## src/logic/mdb_pkg.sv

```systemverilog
// package: register map, field layout and timing of the module disable bank
package mdb_pkg;

    localparam int          REG_COUNT   = 5;
    localparam int          FLAT_W      = 8 * REG_COUNT;
    localparam int          APB_ADDR_W  = 12;
    localparam logic [11:0] REG_OFF [REG_COUNT] = '{12'h000, 12'h004, 12'h008, 12'h00c, 12'h010};
    localparam logic [7:0]  IMPL_MASK [REG_COUNT] = '{8'hc7, 8'h87, 8'h67, 8'h3f, 8'hf1};
    localparam logic [7:0]  CTRL_RESET  = 8'h00;

    // flat bit positions: register index * 8 + bit
    localparam int          SYSCLK_BIT  = 7;
    localparam int          NVM_BIT     = 2;
    localparam logic [39:0] PERIPH_MASK = 40'hf1_3f_67_87_47;

    localparam int          CLK_PERIOD_PS = 8000;
    localparam int          NVM_WAKE_NS   = 1000;
    localparam int          NVM_WAKE_CYC  = (NVM_WAKE_NS * 1000 + CLK_PERIOD_PS - 1) / CLK_PERIOD_PS;
    localparam int          RESTART_NS    = 32;
    localparam int          RESTART_CYC   = (RESTART_NS * 1000 + CLK_PERIOD_PS - 1) / CLK_PERIOD_PS;

    typedef struct packed {
        logic       sysclk_gate_off;
        logic       voltage_ref_off;
        logic [2:0] rsvd;
        logic       nv_memory_ctrl_off;
        logic       refclk_out_off;
        logic       pin_change_off;
    } mdb_ctrl0_t;

    typedef struct packed {
        logic       num_osc_off;
        logic [3:0] rsvd;
        logic       period_timer_off;
        logic       gated_timer_off;
        logic       basic_timer_off;
    } mdb_ctrl1_t;

    typedef struct packed {
        logic       rsvd_hi;
        logic       dac_off;
        logic       adc_off;
        logic [1:0] rsvd;
        logic       comparator_b_off;
        logic       comparator_a_off;
        logic       zero_cross_off;
    } mdb_ctrl2_t;

    typedef struct packed {
        logic [1:0] rsvd;
        logic       pwm_unit_six_off;
        logic       pwm_unit_five_off;
        logic       pwm_unit_four_off;
        logic       pwm_unit_three_off;
        logic       capcomp_b_off;
        logic       capcomp_a_off;
    } mdb_ctrl3_t;

    typedef struct packed {
        logic       serial_b_off;
        logic       serial_a_off;
        logic       sync_port_b_off;
        logic       sync_port_a_off;
        logic [2:0] rsvd;
        logic       wavegen_off;
    } mdb_ctrl4_t;

    typedef struct packed {
        mdb_ctrl4_t c4;
        mdb_ctrl3_t c3;
        mdb_ctrl2_t c2;
        mdb_ctrl1_t c1;
        mdb_ctrl0_t c0;
    } mdb_bank_t;

    typedef struct packed {
        logic access_block;
        logic ctrl_wr_block;
        logic ptr_read_zero;
        logic ready;
    } mdb_nvm_t;

endpackage : mdb_pkg

```

## src/logic/mdb_bank.sv

```systemverilog
// module disable bank: five control registers on apb and the per-peripheral gating
//
// Summary of operation
// - Every control bit clears to zero on any reset, so all peripherals start enabled.
// - Unimplemented bit positions ignore writes and read back as zero.
// - Bit 6 of the first register shuts down the fixed voltage reference.
// - Bits 0 and 1 of the first register shut down pin-change logic and reference clock out.
// - Bit 7 of the second register shuts down the oscillator; bits 6 to 3 are absent.
// - Bits 2, 1, 0 of the second register shut down the period, gated and basic timers.
// - Third register bits 6, 5, 2, 1, 0 shut down dac, adc, comparators b, a and zero-cross.
// - Fourth register bits 5 to 2 shut down pwm six to three, bits 1 and 0 capcomp b and a.
// - Fifth register bits 7 to 4 shut down serial b, serial a, sync port b and sync port a.
// - Fifth register bit 0 shuts down the wave generator; bits 3 to 1 read zero.
// - Bit 7 of the first register stops the system clock to peripherals that use it.
// - A disabled peripheral has clock and control frozen and is held in reset.
// - A re-enabled peripheral restarts from its reset state.
//
// Design decisions made here: the address map and the APB slave port.
`timescale 1ns/1ps

module mdb_bank
#(
    parameter logic [39:0] SYSCLK_USERS = 40'hf1_3f_67_87_47
)
(
    input  wire logic                           clk_sys,
    input  wire logic                           rst_n,
    input  wire logic                           psel,
    input  wire logic                           penable,
    input  wire logic                           pwrite,
    input  wire logic [mdb_pkg::APB_ADDR_W-1:0] paddr,
    input  wire logic [31:0]                    pwdata,
    input  wire logic [3:0]                     pstrb,
    output logic      [31:0]                    prdata,
    output logic                                pready,
    output logic                                pslverr,
    output mdb_pkg::mdb_bank_t                  mod_off,
    output logic                                sysclk_gate_off,
    output logic      [mdb_pkg::FLAT_W-1:0]     periph_hold_rst,
    output logic      [mdb_pkg::FLAT_W-1:0]     periph_clk_en,
    output mdb_pkg::mdb_nvm_t                   nvm
);
    import mdb_pkg::*;

    if ((SYSCLK_USERS & ~PERIPH_MASK) != 40'h0)
    begin : g_bad_users
        $error("system clock users must be implemented peripheral bits");
    end

    if (RESTART_CYC < 1 || RESTART_CYC > 7 || NVM_WAKE_CYC > 127)
    begin : g_bad_timing
        $error("restart or wake count does not fit its counter");
    end

    // the address decoder carries a three-bit register index
    if (REG_COUNT > 8 || FLAT_W != 8 * REG_COUNT)
    begin : g_bad_count
        $error("register count does not fit the decoder");
    end

    // bit 3 is hit, bits 2:0 the register index
    function automatic logic [3:0] decode(input logic [APB_ADDR_W-1:0] a);
        logic [3:0] res;
        res = 4'h0;
        for (int i = 0; i < REG_COUNT; i++)
        begin
            if (a == REG_OFF[i])
            begin
                res = {1'b1, 3'(i)};
            end
        end
        return res;
    endfunction : decode

    logic [REG_COUNT-1:0][7:0] bank;
    logic [REG_COUNT-1:0][7:0] next_bank;
    logic [31:0]               next_prdata;
    logic [3:0]                dec;
    logic [FLAT_W-1:0]         flat;
    logic [6:0]                nvm_cnt;
    logic [6:0]                next_nvm_cnt;
    logic                      wr_go;

    assign dec    = decode(paddr);
    assign wr_go  = psel && penable && pwrite && dec[3] && pstrb[0];
    assign flat   = bank;

    // zero wait states: read data is fetched in the setup cycle
    assign pready  = 1'b1;
    assign pslverr = psel && penable && !dec[3];

    always_comb
    begin
        next_bank = bank;
        if (wr_go)
        begin
            next_bank[dec[2:0]] = pwdata[7:0] & IMPL_MASK[dec[2:0]];
        end
    end

    always_comb
    begin
        next_prdata = prdata;
        if (psel && !penable)
        begin
            next_prdata = 32'h0;
            if (dec[3] && !pwrite)
            begin
                next_prdata = {24'h0, bank[dec[2:0]]};
            end
        end
    end

    always_ff @(posedge clk_sys or negedge rst_n)
    begin
        if (!rst_n)
        begin
            bank   <= {REG_COUNT{CTRL_RESET}};
            prdata <= 32'h0;
        end
        else
        begin
            bank   <= next_bank;
            prdata <= next_prdata;
        end
    end

    assign mod_off         = mdb_bank_t'(bank);
    assign sysclk_gate_off = flat[SYSCLK_BIT];

    for (genvar i = 0; i < FLAT_W; i++)
    begin : g_bit
        logic [2:0] cnt;
        logic [2:0] next_cnt;

        // reset stays on a few clocked cycles after re-enable so the peripheral's
        // synchronous reset sees running clocks before it is released
        always_comb
        begin
            if (flat[i])
            begin
                next_cnt = 3'(RESTART_CYC);
            end
            else if (cnt != 3'h0)
            begin
                next_cnt = cnt - 3'h1;
            end
            else
            begin
                next_cnt = cnt;
            end
        end

        always_ff @(posedge clk_sys or negedge rst_n)
        begin
            if (!rst_n)
            begin
                cnt <= 3'h0;
            end
            else
            begin
                cnt <= next_cnt;
            end
        end

        assign periph_hold_rst[i] = PERIPH_MASK[i] & (flat[i] | (cnt != 3'h0));
        assign periph_clk_en[i]   = PERIPH_MASK[i] & ~flat[i]
                                    & ~(flat[SYSCLK_BIT] & SYSCLK_USERS[i]);
    end

    always_comb
    begin
        if (flat[NVM_BIT])
        begin
            next_nvm_cnt = 7'(NVM_WAKE_CYC);
        end
        else if (nvm_cnt != 7'h0)
        begin
            next_nvm_cnt = nvm_cnt - 7'h1;
        end
        else
        begin
            next_nvm_cnt = nvm_cnt;
        end
    end

    always_ff @(posedge clk_sys or negedge rst_n)
    begin
        if (!rst_n)
        begin
            nvm_cnt <= 7'h0;
        end
        else
        begin
            nvm_cnt <= next_nvm_cnt;
        end
    end

    // readiness only informs software; the wait itself is its duty
    assign nvm.access_block  = flat[NVM_BIT];
    assign nvm.ctrl_wr_block = flat[NVM_BIT];
    assign nvm.ptr_read_zero = flat[NVM_BIT];
    assign nvm.ready         = !flat[NVM_BIT] && nvm_cnt == 7'h0;

    // checker helper: cycles since the memory bit was last set, saturating;
    // a re-set inside the wake window restarts the count instead of failing
    logic [7:0] nvm_quiet;
    logic [7:0] next_nvm_quiet;

    always_comb
    begin
        if (flat[NVM_BIT])
        begin
            next_nvm_quiet = 8'h00;
        end
        else if (nvm_quiet != 8'hff)
        begin
            next_nvm_quiet = nvm_quiet + 8'h01;
        end
        else
        begin
            next_nvm_quiet = nvm_quiet;
        end
    end

    always_ff @(posedge clk_sys or negedge rst_n)
    begin
        if (!rst_n)
        begin
            nvm_quiet <= 8'hff;
        end
        else
        begin
            nvm_quiet <= next_nvm_quiet;
        end
    end
endmodule : mdb_bank

```

## config.mk

```make
export PLATFORM = sky130hd
export DESIGN_NAME = mdb_bank
export DESIGN_NICKNAME = d
export VERILOG_FILES = /design/src/logic/mdb_pkg.sv /design/src/logic/mdb_bank.sv
export SDC_FILE = /design/constraint.sdc
export NUM_CORES = 1
export LEC_CHECK = 0
export ABC_AREA = 1
export BUFFER_PORTS_ARGS = -buffer_cell sky130_fd_sc_hd__buf_2
export CELL_PAD_IN_SITES_DETAIL_PLACEMENT = 0
export CELL_PAD_IN_SITES_GLOBAL_PLACEMENT = 2
export CORE_ASPECT_RATIO = 1.1
export CORE_MARGIN = 2
export CORE_UTILIZATION = 27
export DETAILED_ROUTE_END_ITERATION = 12
export PLACE_DENSITY = 0.85
export REMOVE_ABC_BUFFERS = 1
export SLEW_MARGIN = 30
export SYNTH_ARGS = -nofsm -noshare
export SYNTH_HDL_FRONTEND = slang
export SYNTH_SLANG_ARGS = --single-unit
```

## constraint.sdc

```tcl
create_clock -name clk_sys -period 1.2 [get_ports clk_sys]
set_input_delay 0.06 -clock clk_sys [delete_from_list [all_inputs] [get_ports clk_sys]]
set_output_delay 0.06 -clock clk_sys [all_outputs]
set_load 0.02 [all_outputs]
```

==> results of run 1 <==
==> repair_timing <==
| item | in CTS | in global routing |
|---|---|---|
| setup endpoints to repair | 83 | 106 |
| gates cloned | 3 | 3 |
| gates resized for setup | 427 | 194 |
| hold endpoints to repair | 144 | 0 |
| hold buffers | 8 | 0 |
| pin swaps | 62 | 101 |
| buffers inserted | 150 | 66 |
==> synthesized netlist by cell type (all sizes together) <==
library cell / instances
inv: 163
nand2: 141
dfrtp: 127
nor2: 108
buf: 68
nand3: 67
ha: 50
o21ai: 49
a211oi: 25
a21oi: 25
xnor2: 24
nand4: 12
nor3: 6
clkbuf: 5
a31oi: 2
conb: 2
nand3b: 2
mux2: 1
nor3b: 1
o211ai: 1
==> cells by family after synthesis <==
logic type      after synthesis
fa+ha+maj                    50
buf+inv                     236
flops                       127
xor+xnor                     24
mux                           1
other cells                   2
compound gates              102
simple gates                337
==> power by group through the flow <==
| stage | Combinational (mW) | Sequential [mW] | Clock [mW] |
|---|---|---|---|
| after floorplan | 3.23 | 5.50 | 0 |
| after global placement | 4.73 | 5.53 | 0 |
| after detailed placement | 4.82 | 5.57 | 0 |
| after CTS | 7.91 | 5.58 | 5.56 |
| after global routing | 10.3 | 5.73 | 5.70 |
| final | 9.36 | 5.65 | 5.40 |
==> cell type report <==
cell class	count	area share
clock buffers	18	0.0336
clock inverters	14	0.0142
inverters	163	0.0482
multi-input cells	574	0.366
flip-flops and latches	127	0.251
well taps	357	0.0349
repair buffers	377	0.253
==> worst paths after layout <==
check,start,endpoint
max,nvm_cnt[4]$_DFFE_PN0N_,nvm[0]
min,pwdata[5],mod_off[29]$_DFFE_PN0P_
max reg2reg,nvm_cnt[4]$_DFFE_PN0N_,nvm_cnt[0]$_DFFE_PN0N_
min reg2reg,prdata[6]$_DFFE_PN0P_,prdata[6]$_DFFE_PN0P_
max in group asynchronous,rst_n,g_bit[2].cnt[1]$_DFFE_PN0P_
min in group asynchronous,rst_n,g_bit[17].cnt[1]$_DFFE_PN0P_
==> worst reg2reg max path: stages, from the launching register on <==
cell	delay [ns]
dfrtp_1	0.38
inv_2	0.07
nand2_2	0.06
nor2_4	0.15
nand3_4	0.10
buf_4	0.14
buf_6	0.11
buf_4	0.14
a21oi_2	0.10
o21ai_1	0.06
==> flip-flops by register name, summed over array words and instances (netlist names) <==
signal     cells
prdata         8
g_bit.cnt     72
mod_off       40
nvm_cnt        7
==> stage by stage <==
step	utilization	instance area, um2	instances	power [mW]	TNS, ns
6_report	0.477	12800	1630	20.4	-11.45
5_1_grt	0.477	12800	1630	21.7	-16.18
4_1_cts	0.446	12000	1618	19.1	-15.78
3_5_place_dp	0.326	8740	1425	10.4	-13.12
3_3_place_gp	0.326	8740	1425	10.3	-11.24
2_1_floorplan	-	7000	861	8.73	-8.55
==> metal layers <==
| metal | up-vias | part of all wire | global-route usage |
|---|---|---|---|
| met5 | - | 0 | 0 |
| met4 | 0 | 0.019 | 0.0502 |
| met1 | 3336 | 0.42 | 0.201 |
| li1 | 3427 | - | - |
| met3 | 24 | 0.037 | 0.0276 |
| met2 | 159 | 0.52 | 0.302 |
==> flow_summary.yaml, run 1 <==
run_status:
  outcome: "finished with violations"
  failing_checks: "setup timing"
synthesis:
  library_cell_occupying_the_most_area_in_the_post_synthesis_netlist: "dfrtp_1"
  post_synth_xor_area_fraction: 0.0287
  syn_area_per_cell_um2: 8.33
  post_synth_cell_types: 36
  synth_seq_area_share: 0.434
  netlist_top_cells_area: "dfrtp_1 43%, ha_1 8.5%, inv_1 8.3%"
  synth_compound_area_frac: 0.0810
  ys_warn_count: 0
  area_share_of_the_leading_cell_type_in_the_synthesized_netlist: 0.434
  syn_inst: 879
  muxShareOfSynthArea: 0.00154
  postSynthRegisterBits: 127
  synthAdderAreaFrac: 0.0854
  synth_top_family_by_area: "simple AND/OR/NAND/NOR gates"
  synth_simple_gate_area_share: 0.212
  synth_area_um2: 7320
drt:
  drt_first_pass_iters: 5
  drt-initial-drc-count: 350
  post-route-drc-count: 0
  ant_nets: 0
  num_vias: 6946
  drt_wl_total_mm: 23.7
  routedWlPerCell_um: 14.5
  detail_route.vias_per_cell: 4.26
clock_tree:
  numCtsBuffers: 17
  clock_tree.root_cell: "clkbuf_16"
  numClockSinks: 127
  cts.htree.levels: 4
  clkTransAtPathRegs_ns: 0.06
  tritoncts_clock_tree: "yes"
  clk_latency_ns: 0.42
  clockBufferDepth: 2
final_layout:
  layout.cells.most_common_list: "204 x buf_4, 107 x dfrtp_1, 104 x nand2_1"
  combined_area_of_the_multi_input_logic_cells_um2: 4680
  regArea_um2: 3200
  layout.filler_cells: 2499
  num_antenna_cells: 0
  drive_gt1_frac: 0.559
  syn2layout_area_growth_pct: 74.6
  layout.nets: 1363
  layout_commonest_cell: "buf_4"
power:
  net-switching-power_mw: 6.96
  power_switching_share: 0.341
  cell_internal_pwr_mw: 13.4
  power.share.clock: 0.265
  share_seq_of_total_power: 0.277
  irDropWorstVdd_mv: 0.815
  p_leak_nw: 6.41
  power_density_cells_nw_per_um2: 1600
  p_comb_frac: 0.458
global_route:
  global_route_wire_length_before_repair_mm: 36.8
  grt_antenna_before_repair: 0
  grt_usage: 0.166
  grt-ovfl-total: 0
  first_global_vias: 7048
  grt_max_degree: 35
floorplanning:
  die_width_um: 161
  area_inside_the_core_boundary_um2: 26800
  design.portCount: 212
  die_height_um: 177
  start_util: 0.273
  die_area_um2: 28500
  placement_row_count: 63
worst_hold_path:
  hold_crit_path_type: "in2reg"
  timing.hold.worst_path_depth: 3
timing:
  finalHoldViolCount: 0
  finalCritPeriodShare: 1.25
  setup_ws_ns: -0.299
  maxClockFrequency_mhz: 667
  setup_viol_count_final: 64
  hold-worst-slack_ns: 0.0560
  final-max-slew-violation-count: 0
  skew_ns: 0.00819
  layout_min_cycle_time_ns: 1.50
  grt_setup_unrepaired: "true"
critical_path:
  timing.critical_path.mode_cell: "nor2_4"
  r2r.worst_path.cells: 9
  critical_path_required_ns: 1.14
  worstPathCellList: "inv_2, nand2_2, nor2_4, nand3_4, nor2_4, buf_6"
  timing.critical_path.depth: 6
  worst_setup_path_start_kind: "flip-flop"
  timing.critical_path.to_type: "output pin"
  worstPathArrival_ns: 1.44
  worst_path_dominant_cell_family: "simple AND/OR/NAND/NOR gates"
  r2r_slack_ns: -0.23
  timing.critical_path.fanout_max: 2
  worst_path_largest_cell_delay_ns: 0.38
  worstPathBufferInverterCount: 2
  timing_worst_setup_path_type: "reg2out"
  critPathSlowestCell: "dfrtp_1"
placed_design:
  gp_congestion: 0.776
  port-buffer-count: 127
  dp_slack_ns: -0.344
  sum_of_net_half_perimeters_after_detailed_placement_mm: 14.7
flow_run:
  timing.max_cap.violations: 0
Power figures use the tool's default switching activity.
==> inputs of run 2 (changes only) <==
Settings changed: GPL_TIMING_DRIVEN set to 0.
==> flow_summary.yaml, run 2 (synthesized netlist as in run 1, its figures left out) <==
run_status:
  outcome: "finished with violations"
  failing_checks: "setup timing"
drt:
  ant_nets: 0
  drt-initial-drc-count: 304
  routedWlPerCell_um: 14.5
  drt_wl_total_mm: 23.0
  drt_first_pass_iters: 4
  num_vias: 6771
  detail_route.vias_per_cell: 4.28
  post-route-drc-count: 0
floorplanning:
  design.portCount: 212
  start_util: 0.273
  area_inside_the_core_boundary_um2: 26800
  die_height_um: 177
  die_area_um2: 28500
  placement_row_count: 63
  die_width_um: 161
clock_tree:
  clock_tree.root_cell: "clkbuf_16"
  cts.htree.levels: 4
  numCtsBuffers: 17
  numClockSinks: 127
  clk_latency_ns: 0.42
  tritoncts_clock_tree: "yes"
  clockBufferDepth: 2
  clkTransAtPathRegs_ns: 0.06
placed_design:
  sum_of_net_half_perimeters_after_detailed_placement_mm: 13.1
  port-buffer-count: 127
  gp_congestion: 0.760
  dp_slack_ns: -1.19
global_route:
  grt_usage: 0.161
  grt_antenna_before_repair: 0
  global_route_wire_length_before_repair_mm: 35.5
  grt_max_degree: 73
  grt-ovfl-total: 0
  first_global_vias: 6761
power:
  power_density_cells_nw_per_um2: 1620
  p_comb_frac: 0.448
  net-switching-power_mw: 6.83
  finalPower_mw: 19.7
  p_leak_nw: 6.12
  irDropWorstVdd_mv: 0.799
  cell_internal_pwr_mw: 12.9
  power.share.clock: 0.267
  power_switching_share: 0.346
  share_seq_of_total_power: 0.286
timing:
  maxClockFrequency_mhz: 674
  grt_setup_unrepaired: "true"
  finalCritPeriodShare: 1.24
  skew_ns: 0.0119
  worst_slew_pin_slew_ns: 0.672
  final-max-slew-violation-count: 0
  setup_viol_count_final: 66
  layout_min_cycle_time_ns: 1.48
  timing.setup.tns_ns: -12.64
  worst_max_slew_margin_expressed_relative_to_the_limit: 0.550
  finalHoldViolCount: 0
  setup_ws_ns: -0.284
final_layout:
  top_register: "g_bit.cnt"
  num_antenna_cells: 0
  layout.cells.most_common_list: "158 x buf_4, 102 x nand2_1, 102 x dfrtp_1"
  layout_commonest_cell: "buf_4"
  combined_area_of_the_multi_input_logic_cells_um2: 4500
  syn2layout_area_growth_pct: 66.7
  layout.filler_cells: 2551
  layout.nets: 1315
  drive_gt1_frac: 0.533
  largest_reg_flops: 72
  regArea_um2: 3210
flow_run:
  timing.max_cap.violations: 0
critical_path:
  worstPathArrival_ns: 1.42
  timing.critical_path.to_type: "output pin"
  timing_worst_setup_path_type: "reg2out"
  timing.critical_path.fanout_max: 6
  worst_setup_path_start_kind: "flip-flop"
  critical_path_required_ns: 1.14
  r2r.worst_path.cells: 8
worst_hold_path:
  timing.hold.worst_path_depth: 3
  hold_crit_path_type: "in2reg"
[run 2: cell count changes in the layout (fill, tap and decap cells not counted), sizes merged]
cell         change
buf             -48
bufinv           -1
clkbuf           +1
clkinv           +1
clkinvlp         +1
dlygate4sd3      +1
inv              -1
nand3            -2
nand4            +1
nor2             -1
[run 2: metrics by stage]
step	hold WS, ns	utilization	instances	area, um2
after floorplan	-0.236	-	861	7000
after global placement	0.284	0.301	1345	8080
after detailed placement	0.0300	0.303	1346	8120
after CTS	0.0741	0.425	1566	11400
after global routing	0.0938	0.455	1582	12200
final	0.102	0.455	1582	12200
[run 2: power groups by stage]
stage                     Combinational (mW)  Clock, mW  Sequential, mW
after floorplan                         3.23          0            5.50
after global placement                  4.08          0            5.54
after detailed placement                4.16          0            5.56
after CTS                               7.66       5.43            5.57
after global routing                    9.82       5.61            5.72
final                                   8.83       5.26            5.63
[run 2: worst paths after layout]
kind | endpoint | slack (ns) | start
max | periph_clk_en[29] | -0.28 | mod_off[7]$_DFFE_PN0P_
min | mod_off[15]$_DFFE_PN0P_ | 0.10 | pstrb[0]
min reg2reg | prdata[2]$_DFFE_PN0P_ | 0.47 | prdata[2]$_DFFE_PN0P_
max reg2reg | nvm_cnt[5]$_DFFE_PN0N_ | -0.16 | nvm_cnt[1]$_DFFE_PN0N_
max in group asynchronous | mod_off[38]$_DFFE_PN0P_ | 0.30 | rst_n
min in group asynchronous | g_bit[18].cnt[1]$_DFFE_PN0P_ | 0.16 | rst_n
[run 2: routing by layer]
metal  GRT usage  vias to the layer above  share of wire
met3      0.0279                       22          0.037
met4      0.0417                        0          0.018
met2       0.290                      153           0.52
li1            -                     3329              -
met1       0.200                     3267           0.43
met5           0                        -              0
[run 2: layout make-up]
type | count | area share
Clock buffer | 18 | 0.0352
Clock inverter | 14 | 0.0129
Inverter | 163 | 0.0506
Multi-Input combinational cell | 572 | 0.368
Sequential cell | 127 | 0.263
Tap cell | 357 | 0.0366
Timing Repair Buffer | 331 | 0.233
[run 2: critical path, stage by stage (launching register included)]
cell and delay, ns:
dfrtp_4 0.57, buf_12 0.19, nor2_2 0.11, buf_6 0.13
[run 2: timing repair]
action,in CTS,in global routing
pin swaps,69,72
buffers inserted,178,60
gates resized for setup,402,173
endpoints found under the hold margin,73,0
hold buffers,9,0
gates cloned,2,1
endpoints found under the setup margin,128,108
==> inputs of run 3 (changes only) <==
Settings changed: BUFFER_PORTS_ARGS -buffer_cell sky130_fd_sc_hd__buf_2 to unset, CORE_UTILIZATION 27 to 33, DONT_BUFFER_PORTS set to 1.
==> flow_summary.yaml, run 3 (synthesized netlist as in run 1, its figures left out) <==
global_route:
  first_global_vias: 6242
  global_route_wire_length_before_repair_mm: 33.1
  grt_antenna_before_repair: 0
  grt-ovfl-total: 0
  grt_usage: 0.181
  grt_max_degree: 128
critical_path:
  worst_setup_path_start_kind: "flip-flop"
  critical_path_required_ns: 1.14
  crit_path_start: "mod_off[7]$_DFFE_PN0P_"
  r2r_slack_ns: -0.18
  worstPathArrival_ns: 1.44
  timing.critical_path.to_type: "output pin"
  timing_worst_setup_path_type: "reg2out"
  worst_flop_to_flop_path_startpoint: "mod_off[7]$_DFFE_PN0P_"
  timing.critical_path.fanout_max: 8
clock_tree:
  numCtsBuffers: 17
  clock_tree.root_cell: "clkbuf_16"
  clkTransAtPathRegs_ns: 0.06
  tritoncts_clock_tree: "yes"
  numClockSinks: 127
  clockBufferDepth: 2
  clk_latency_ns: 0.43
  cts.htree.levels: 4
  cts_hold_buffers: 11
final_layout:
  drive_gt1_frac: 0.458
  top_register: "g_bit.cnt"
  layout_commonest_cell: "buf_4"
  layout.filler_cells: 2070
  layout.nets: 1150
  syn2layout_area_growth_pct: 48.2
  largest_reg_flops: 72
  num_antenna_cells: 0
  layout.cells.most_common_list: "125 x buf_4, 106 x nand2_1, 100 x dfrtp_1"
placed_design:
  port-buffer-count: 0
  sum_of_net_half_perimeters_after_detailed_placement_mm: 12.4
  gp_congestion: 0.771
drt:
  num_vias: 6158
  ant_nets: 0
  routedWlPerCell_um: 15.5
  post-route-drc-count: 0
  detail_route.vias_per_cell: 4.55
  drt_first_pass_iters: 5
  drt-initial-drc-count: 305
  drt_wl_total_mm: 21.0
timing:
  setup_viol_count_final: 64
  layout_min_cycle_time_ns: 1.50
  maxClockFrequency_mhz: 668
  setup_ws_ns: -0.298
  final-max-slew-violation-count: 0
  grt_setup_unrepaired: "true"
  finalHoldViolCount: 127
  hold-worst-slack_ns: -0.657
  finalCritPeriodShare: 1.25
  skew_ns: 0.0127
floorplanning:
  die_area_um2: 23400
  design.portCount: 212
  die_width_um: 146
  start_util: 0.333
  die_height_um: 160
  placement_row_count: 57
  area_inside_the_core_boundary_um2: 22000
power:
  irDropWorstVdd_mv: 1.02
  finalPower_mw: 19.1
  p_leak_nw: 5.20
  power_density_cells_nw_per_um2: 1760
run_status:
  failing_checks: "hold timing, setup timing"
  outcome: "finished with violations"
flow_run:
  timing.max_cap.violations: 0
worst_hold_path:
  hold_crit_path_type: "in2async"
## run 3: changes by cell type in the layout (fill, tap and decap cells not counted), moves of 5 or more
cell / previous run / this run
o21ai_0: 31 / 37
inv_2: 79 / 55
buf_2: 59 / 0
buf_4: 158 / 125
ha_1: 18 / 13
inv_4: 1 / 25
buf_6: 95 / 29
## run 3: metrics by stage
| stage | instances | TNS (ns) | utilization | instance area (um2) | worst slack [ns] |
|---|---|---|---|---|---|
| after floorplan | 861 | -8.55 | - | 7000 | -0.293 |
| after global placement | 1156 | -53.51 | 0.335 | 7370 | -1.01 |
| after detailed placement | 1157 | -36.66 | 0.337 | 7400 | -1.02 |
| after CTS | 1343 | -13.02 | 0.464 | 10200 | -0.323 |
| after global routing | 1354 | -14.78 | 0.494 | 10900 | -0.333 |
| final | 1354 | -11.04 | 0.494 | 10900 | -0.298 |
## run 3: worst paths after layout
kind                       depth (start not counted)                           end
max reg2reg                                        7         prdata[7]$_DFFE_PN0P_
min reg2reg                                        2        nvm_cnt[5]$_DFFE_PN0N_
min                                                0  g_bit[17].cnt[1]$_DFFE_PN0P_
max                                                2             periph_clk_en[17]
min in group clk_sys                               2       mod_off[24]$_DFFE_PN0P_
max in group asynchronous                          0       mod_off[37]$_DFFE_PN0P_
## run 3: power by group
group          switching, mW  total (mW)  internal (mW)
combinational           4.05        8.28           4.23
clock                   1.99        5.12           3.14
sequential             0.541        5.68           5.14
## run 3: timing repair
item,CTS,global route
setup buffers,144,49
pin swaps,62,87
gates cloned,1,0
setup endpoints to repair,127,97
hold endpoints to repair,157,127
gates resized for setup,341,128
## run 3: cell type report
class / count / area [um2] / share of cell area
tap: 295 / 369 / 0.0340
sequential: 127 / 3220 / 0.297
clock buffer: 20 / 457 / 0.0421
inverter: 163 / 678 / 0.0625
timing repair buffer: 167 / 1430 / 0.132
clock inverter: 11 / 116 / 0.0107
multi-input combinational: 571 / 4590 / 0.422
## run 3: per-layer routing
| layer | global-route usage | vias up | share of wire |
|---|---|---|---|
| met1 | 0.215 | 2979 | 0.41 |
| met3 | 0.0494 | 18 | 0.053 |
| li1 | - | 3013 | - |
| met2 | 0.319 | 148 | 0.52 |
| met5 | 0 | - | 0 |
| met4 | 0.0547 | 0 | 0.0096 |
## run 3: critical path, cell delays in order (launching register included)
cell and delay, ns:
dfrtp_4 0.62, buf_16 0.22, nor2_4 0.17
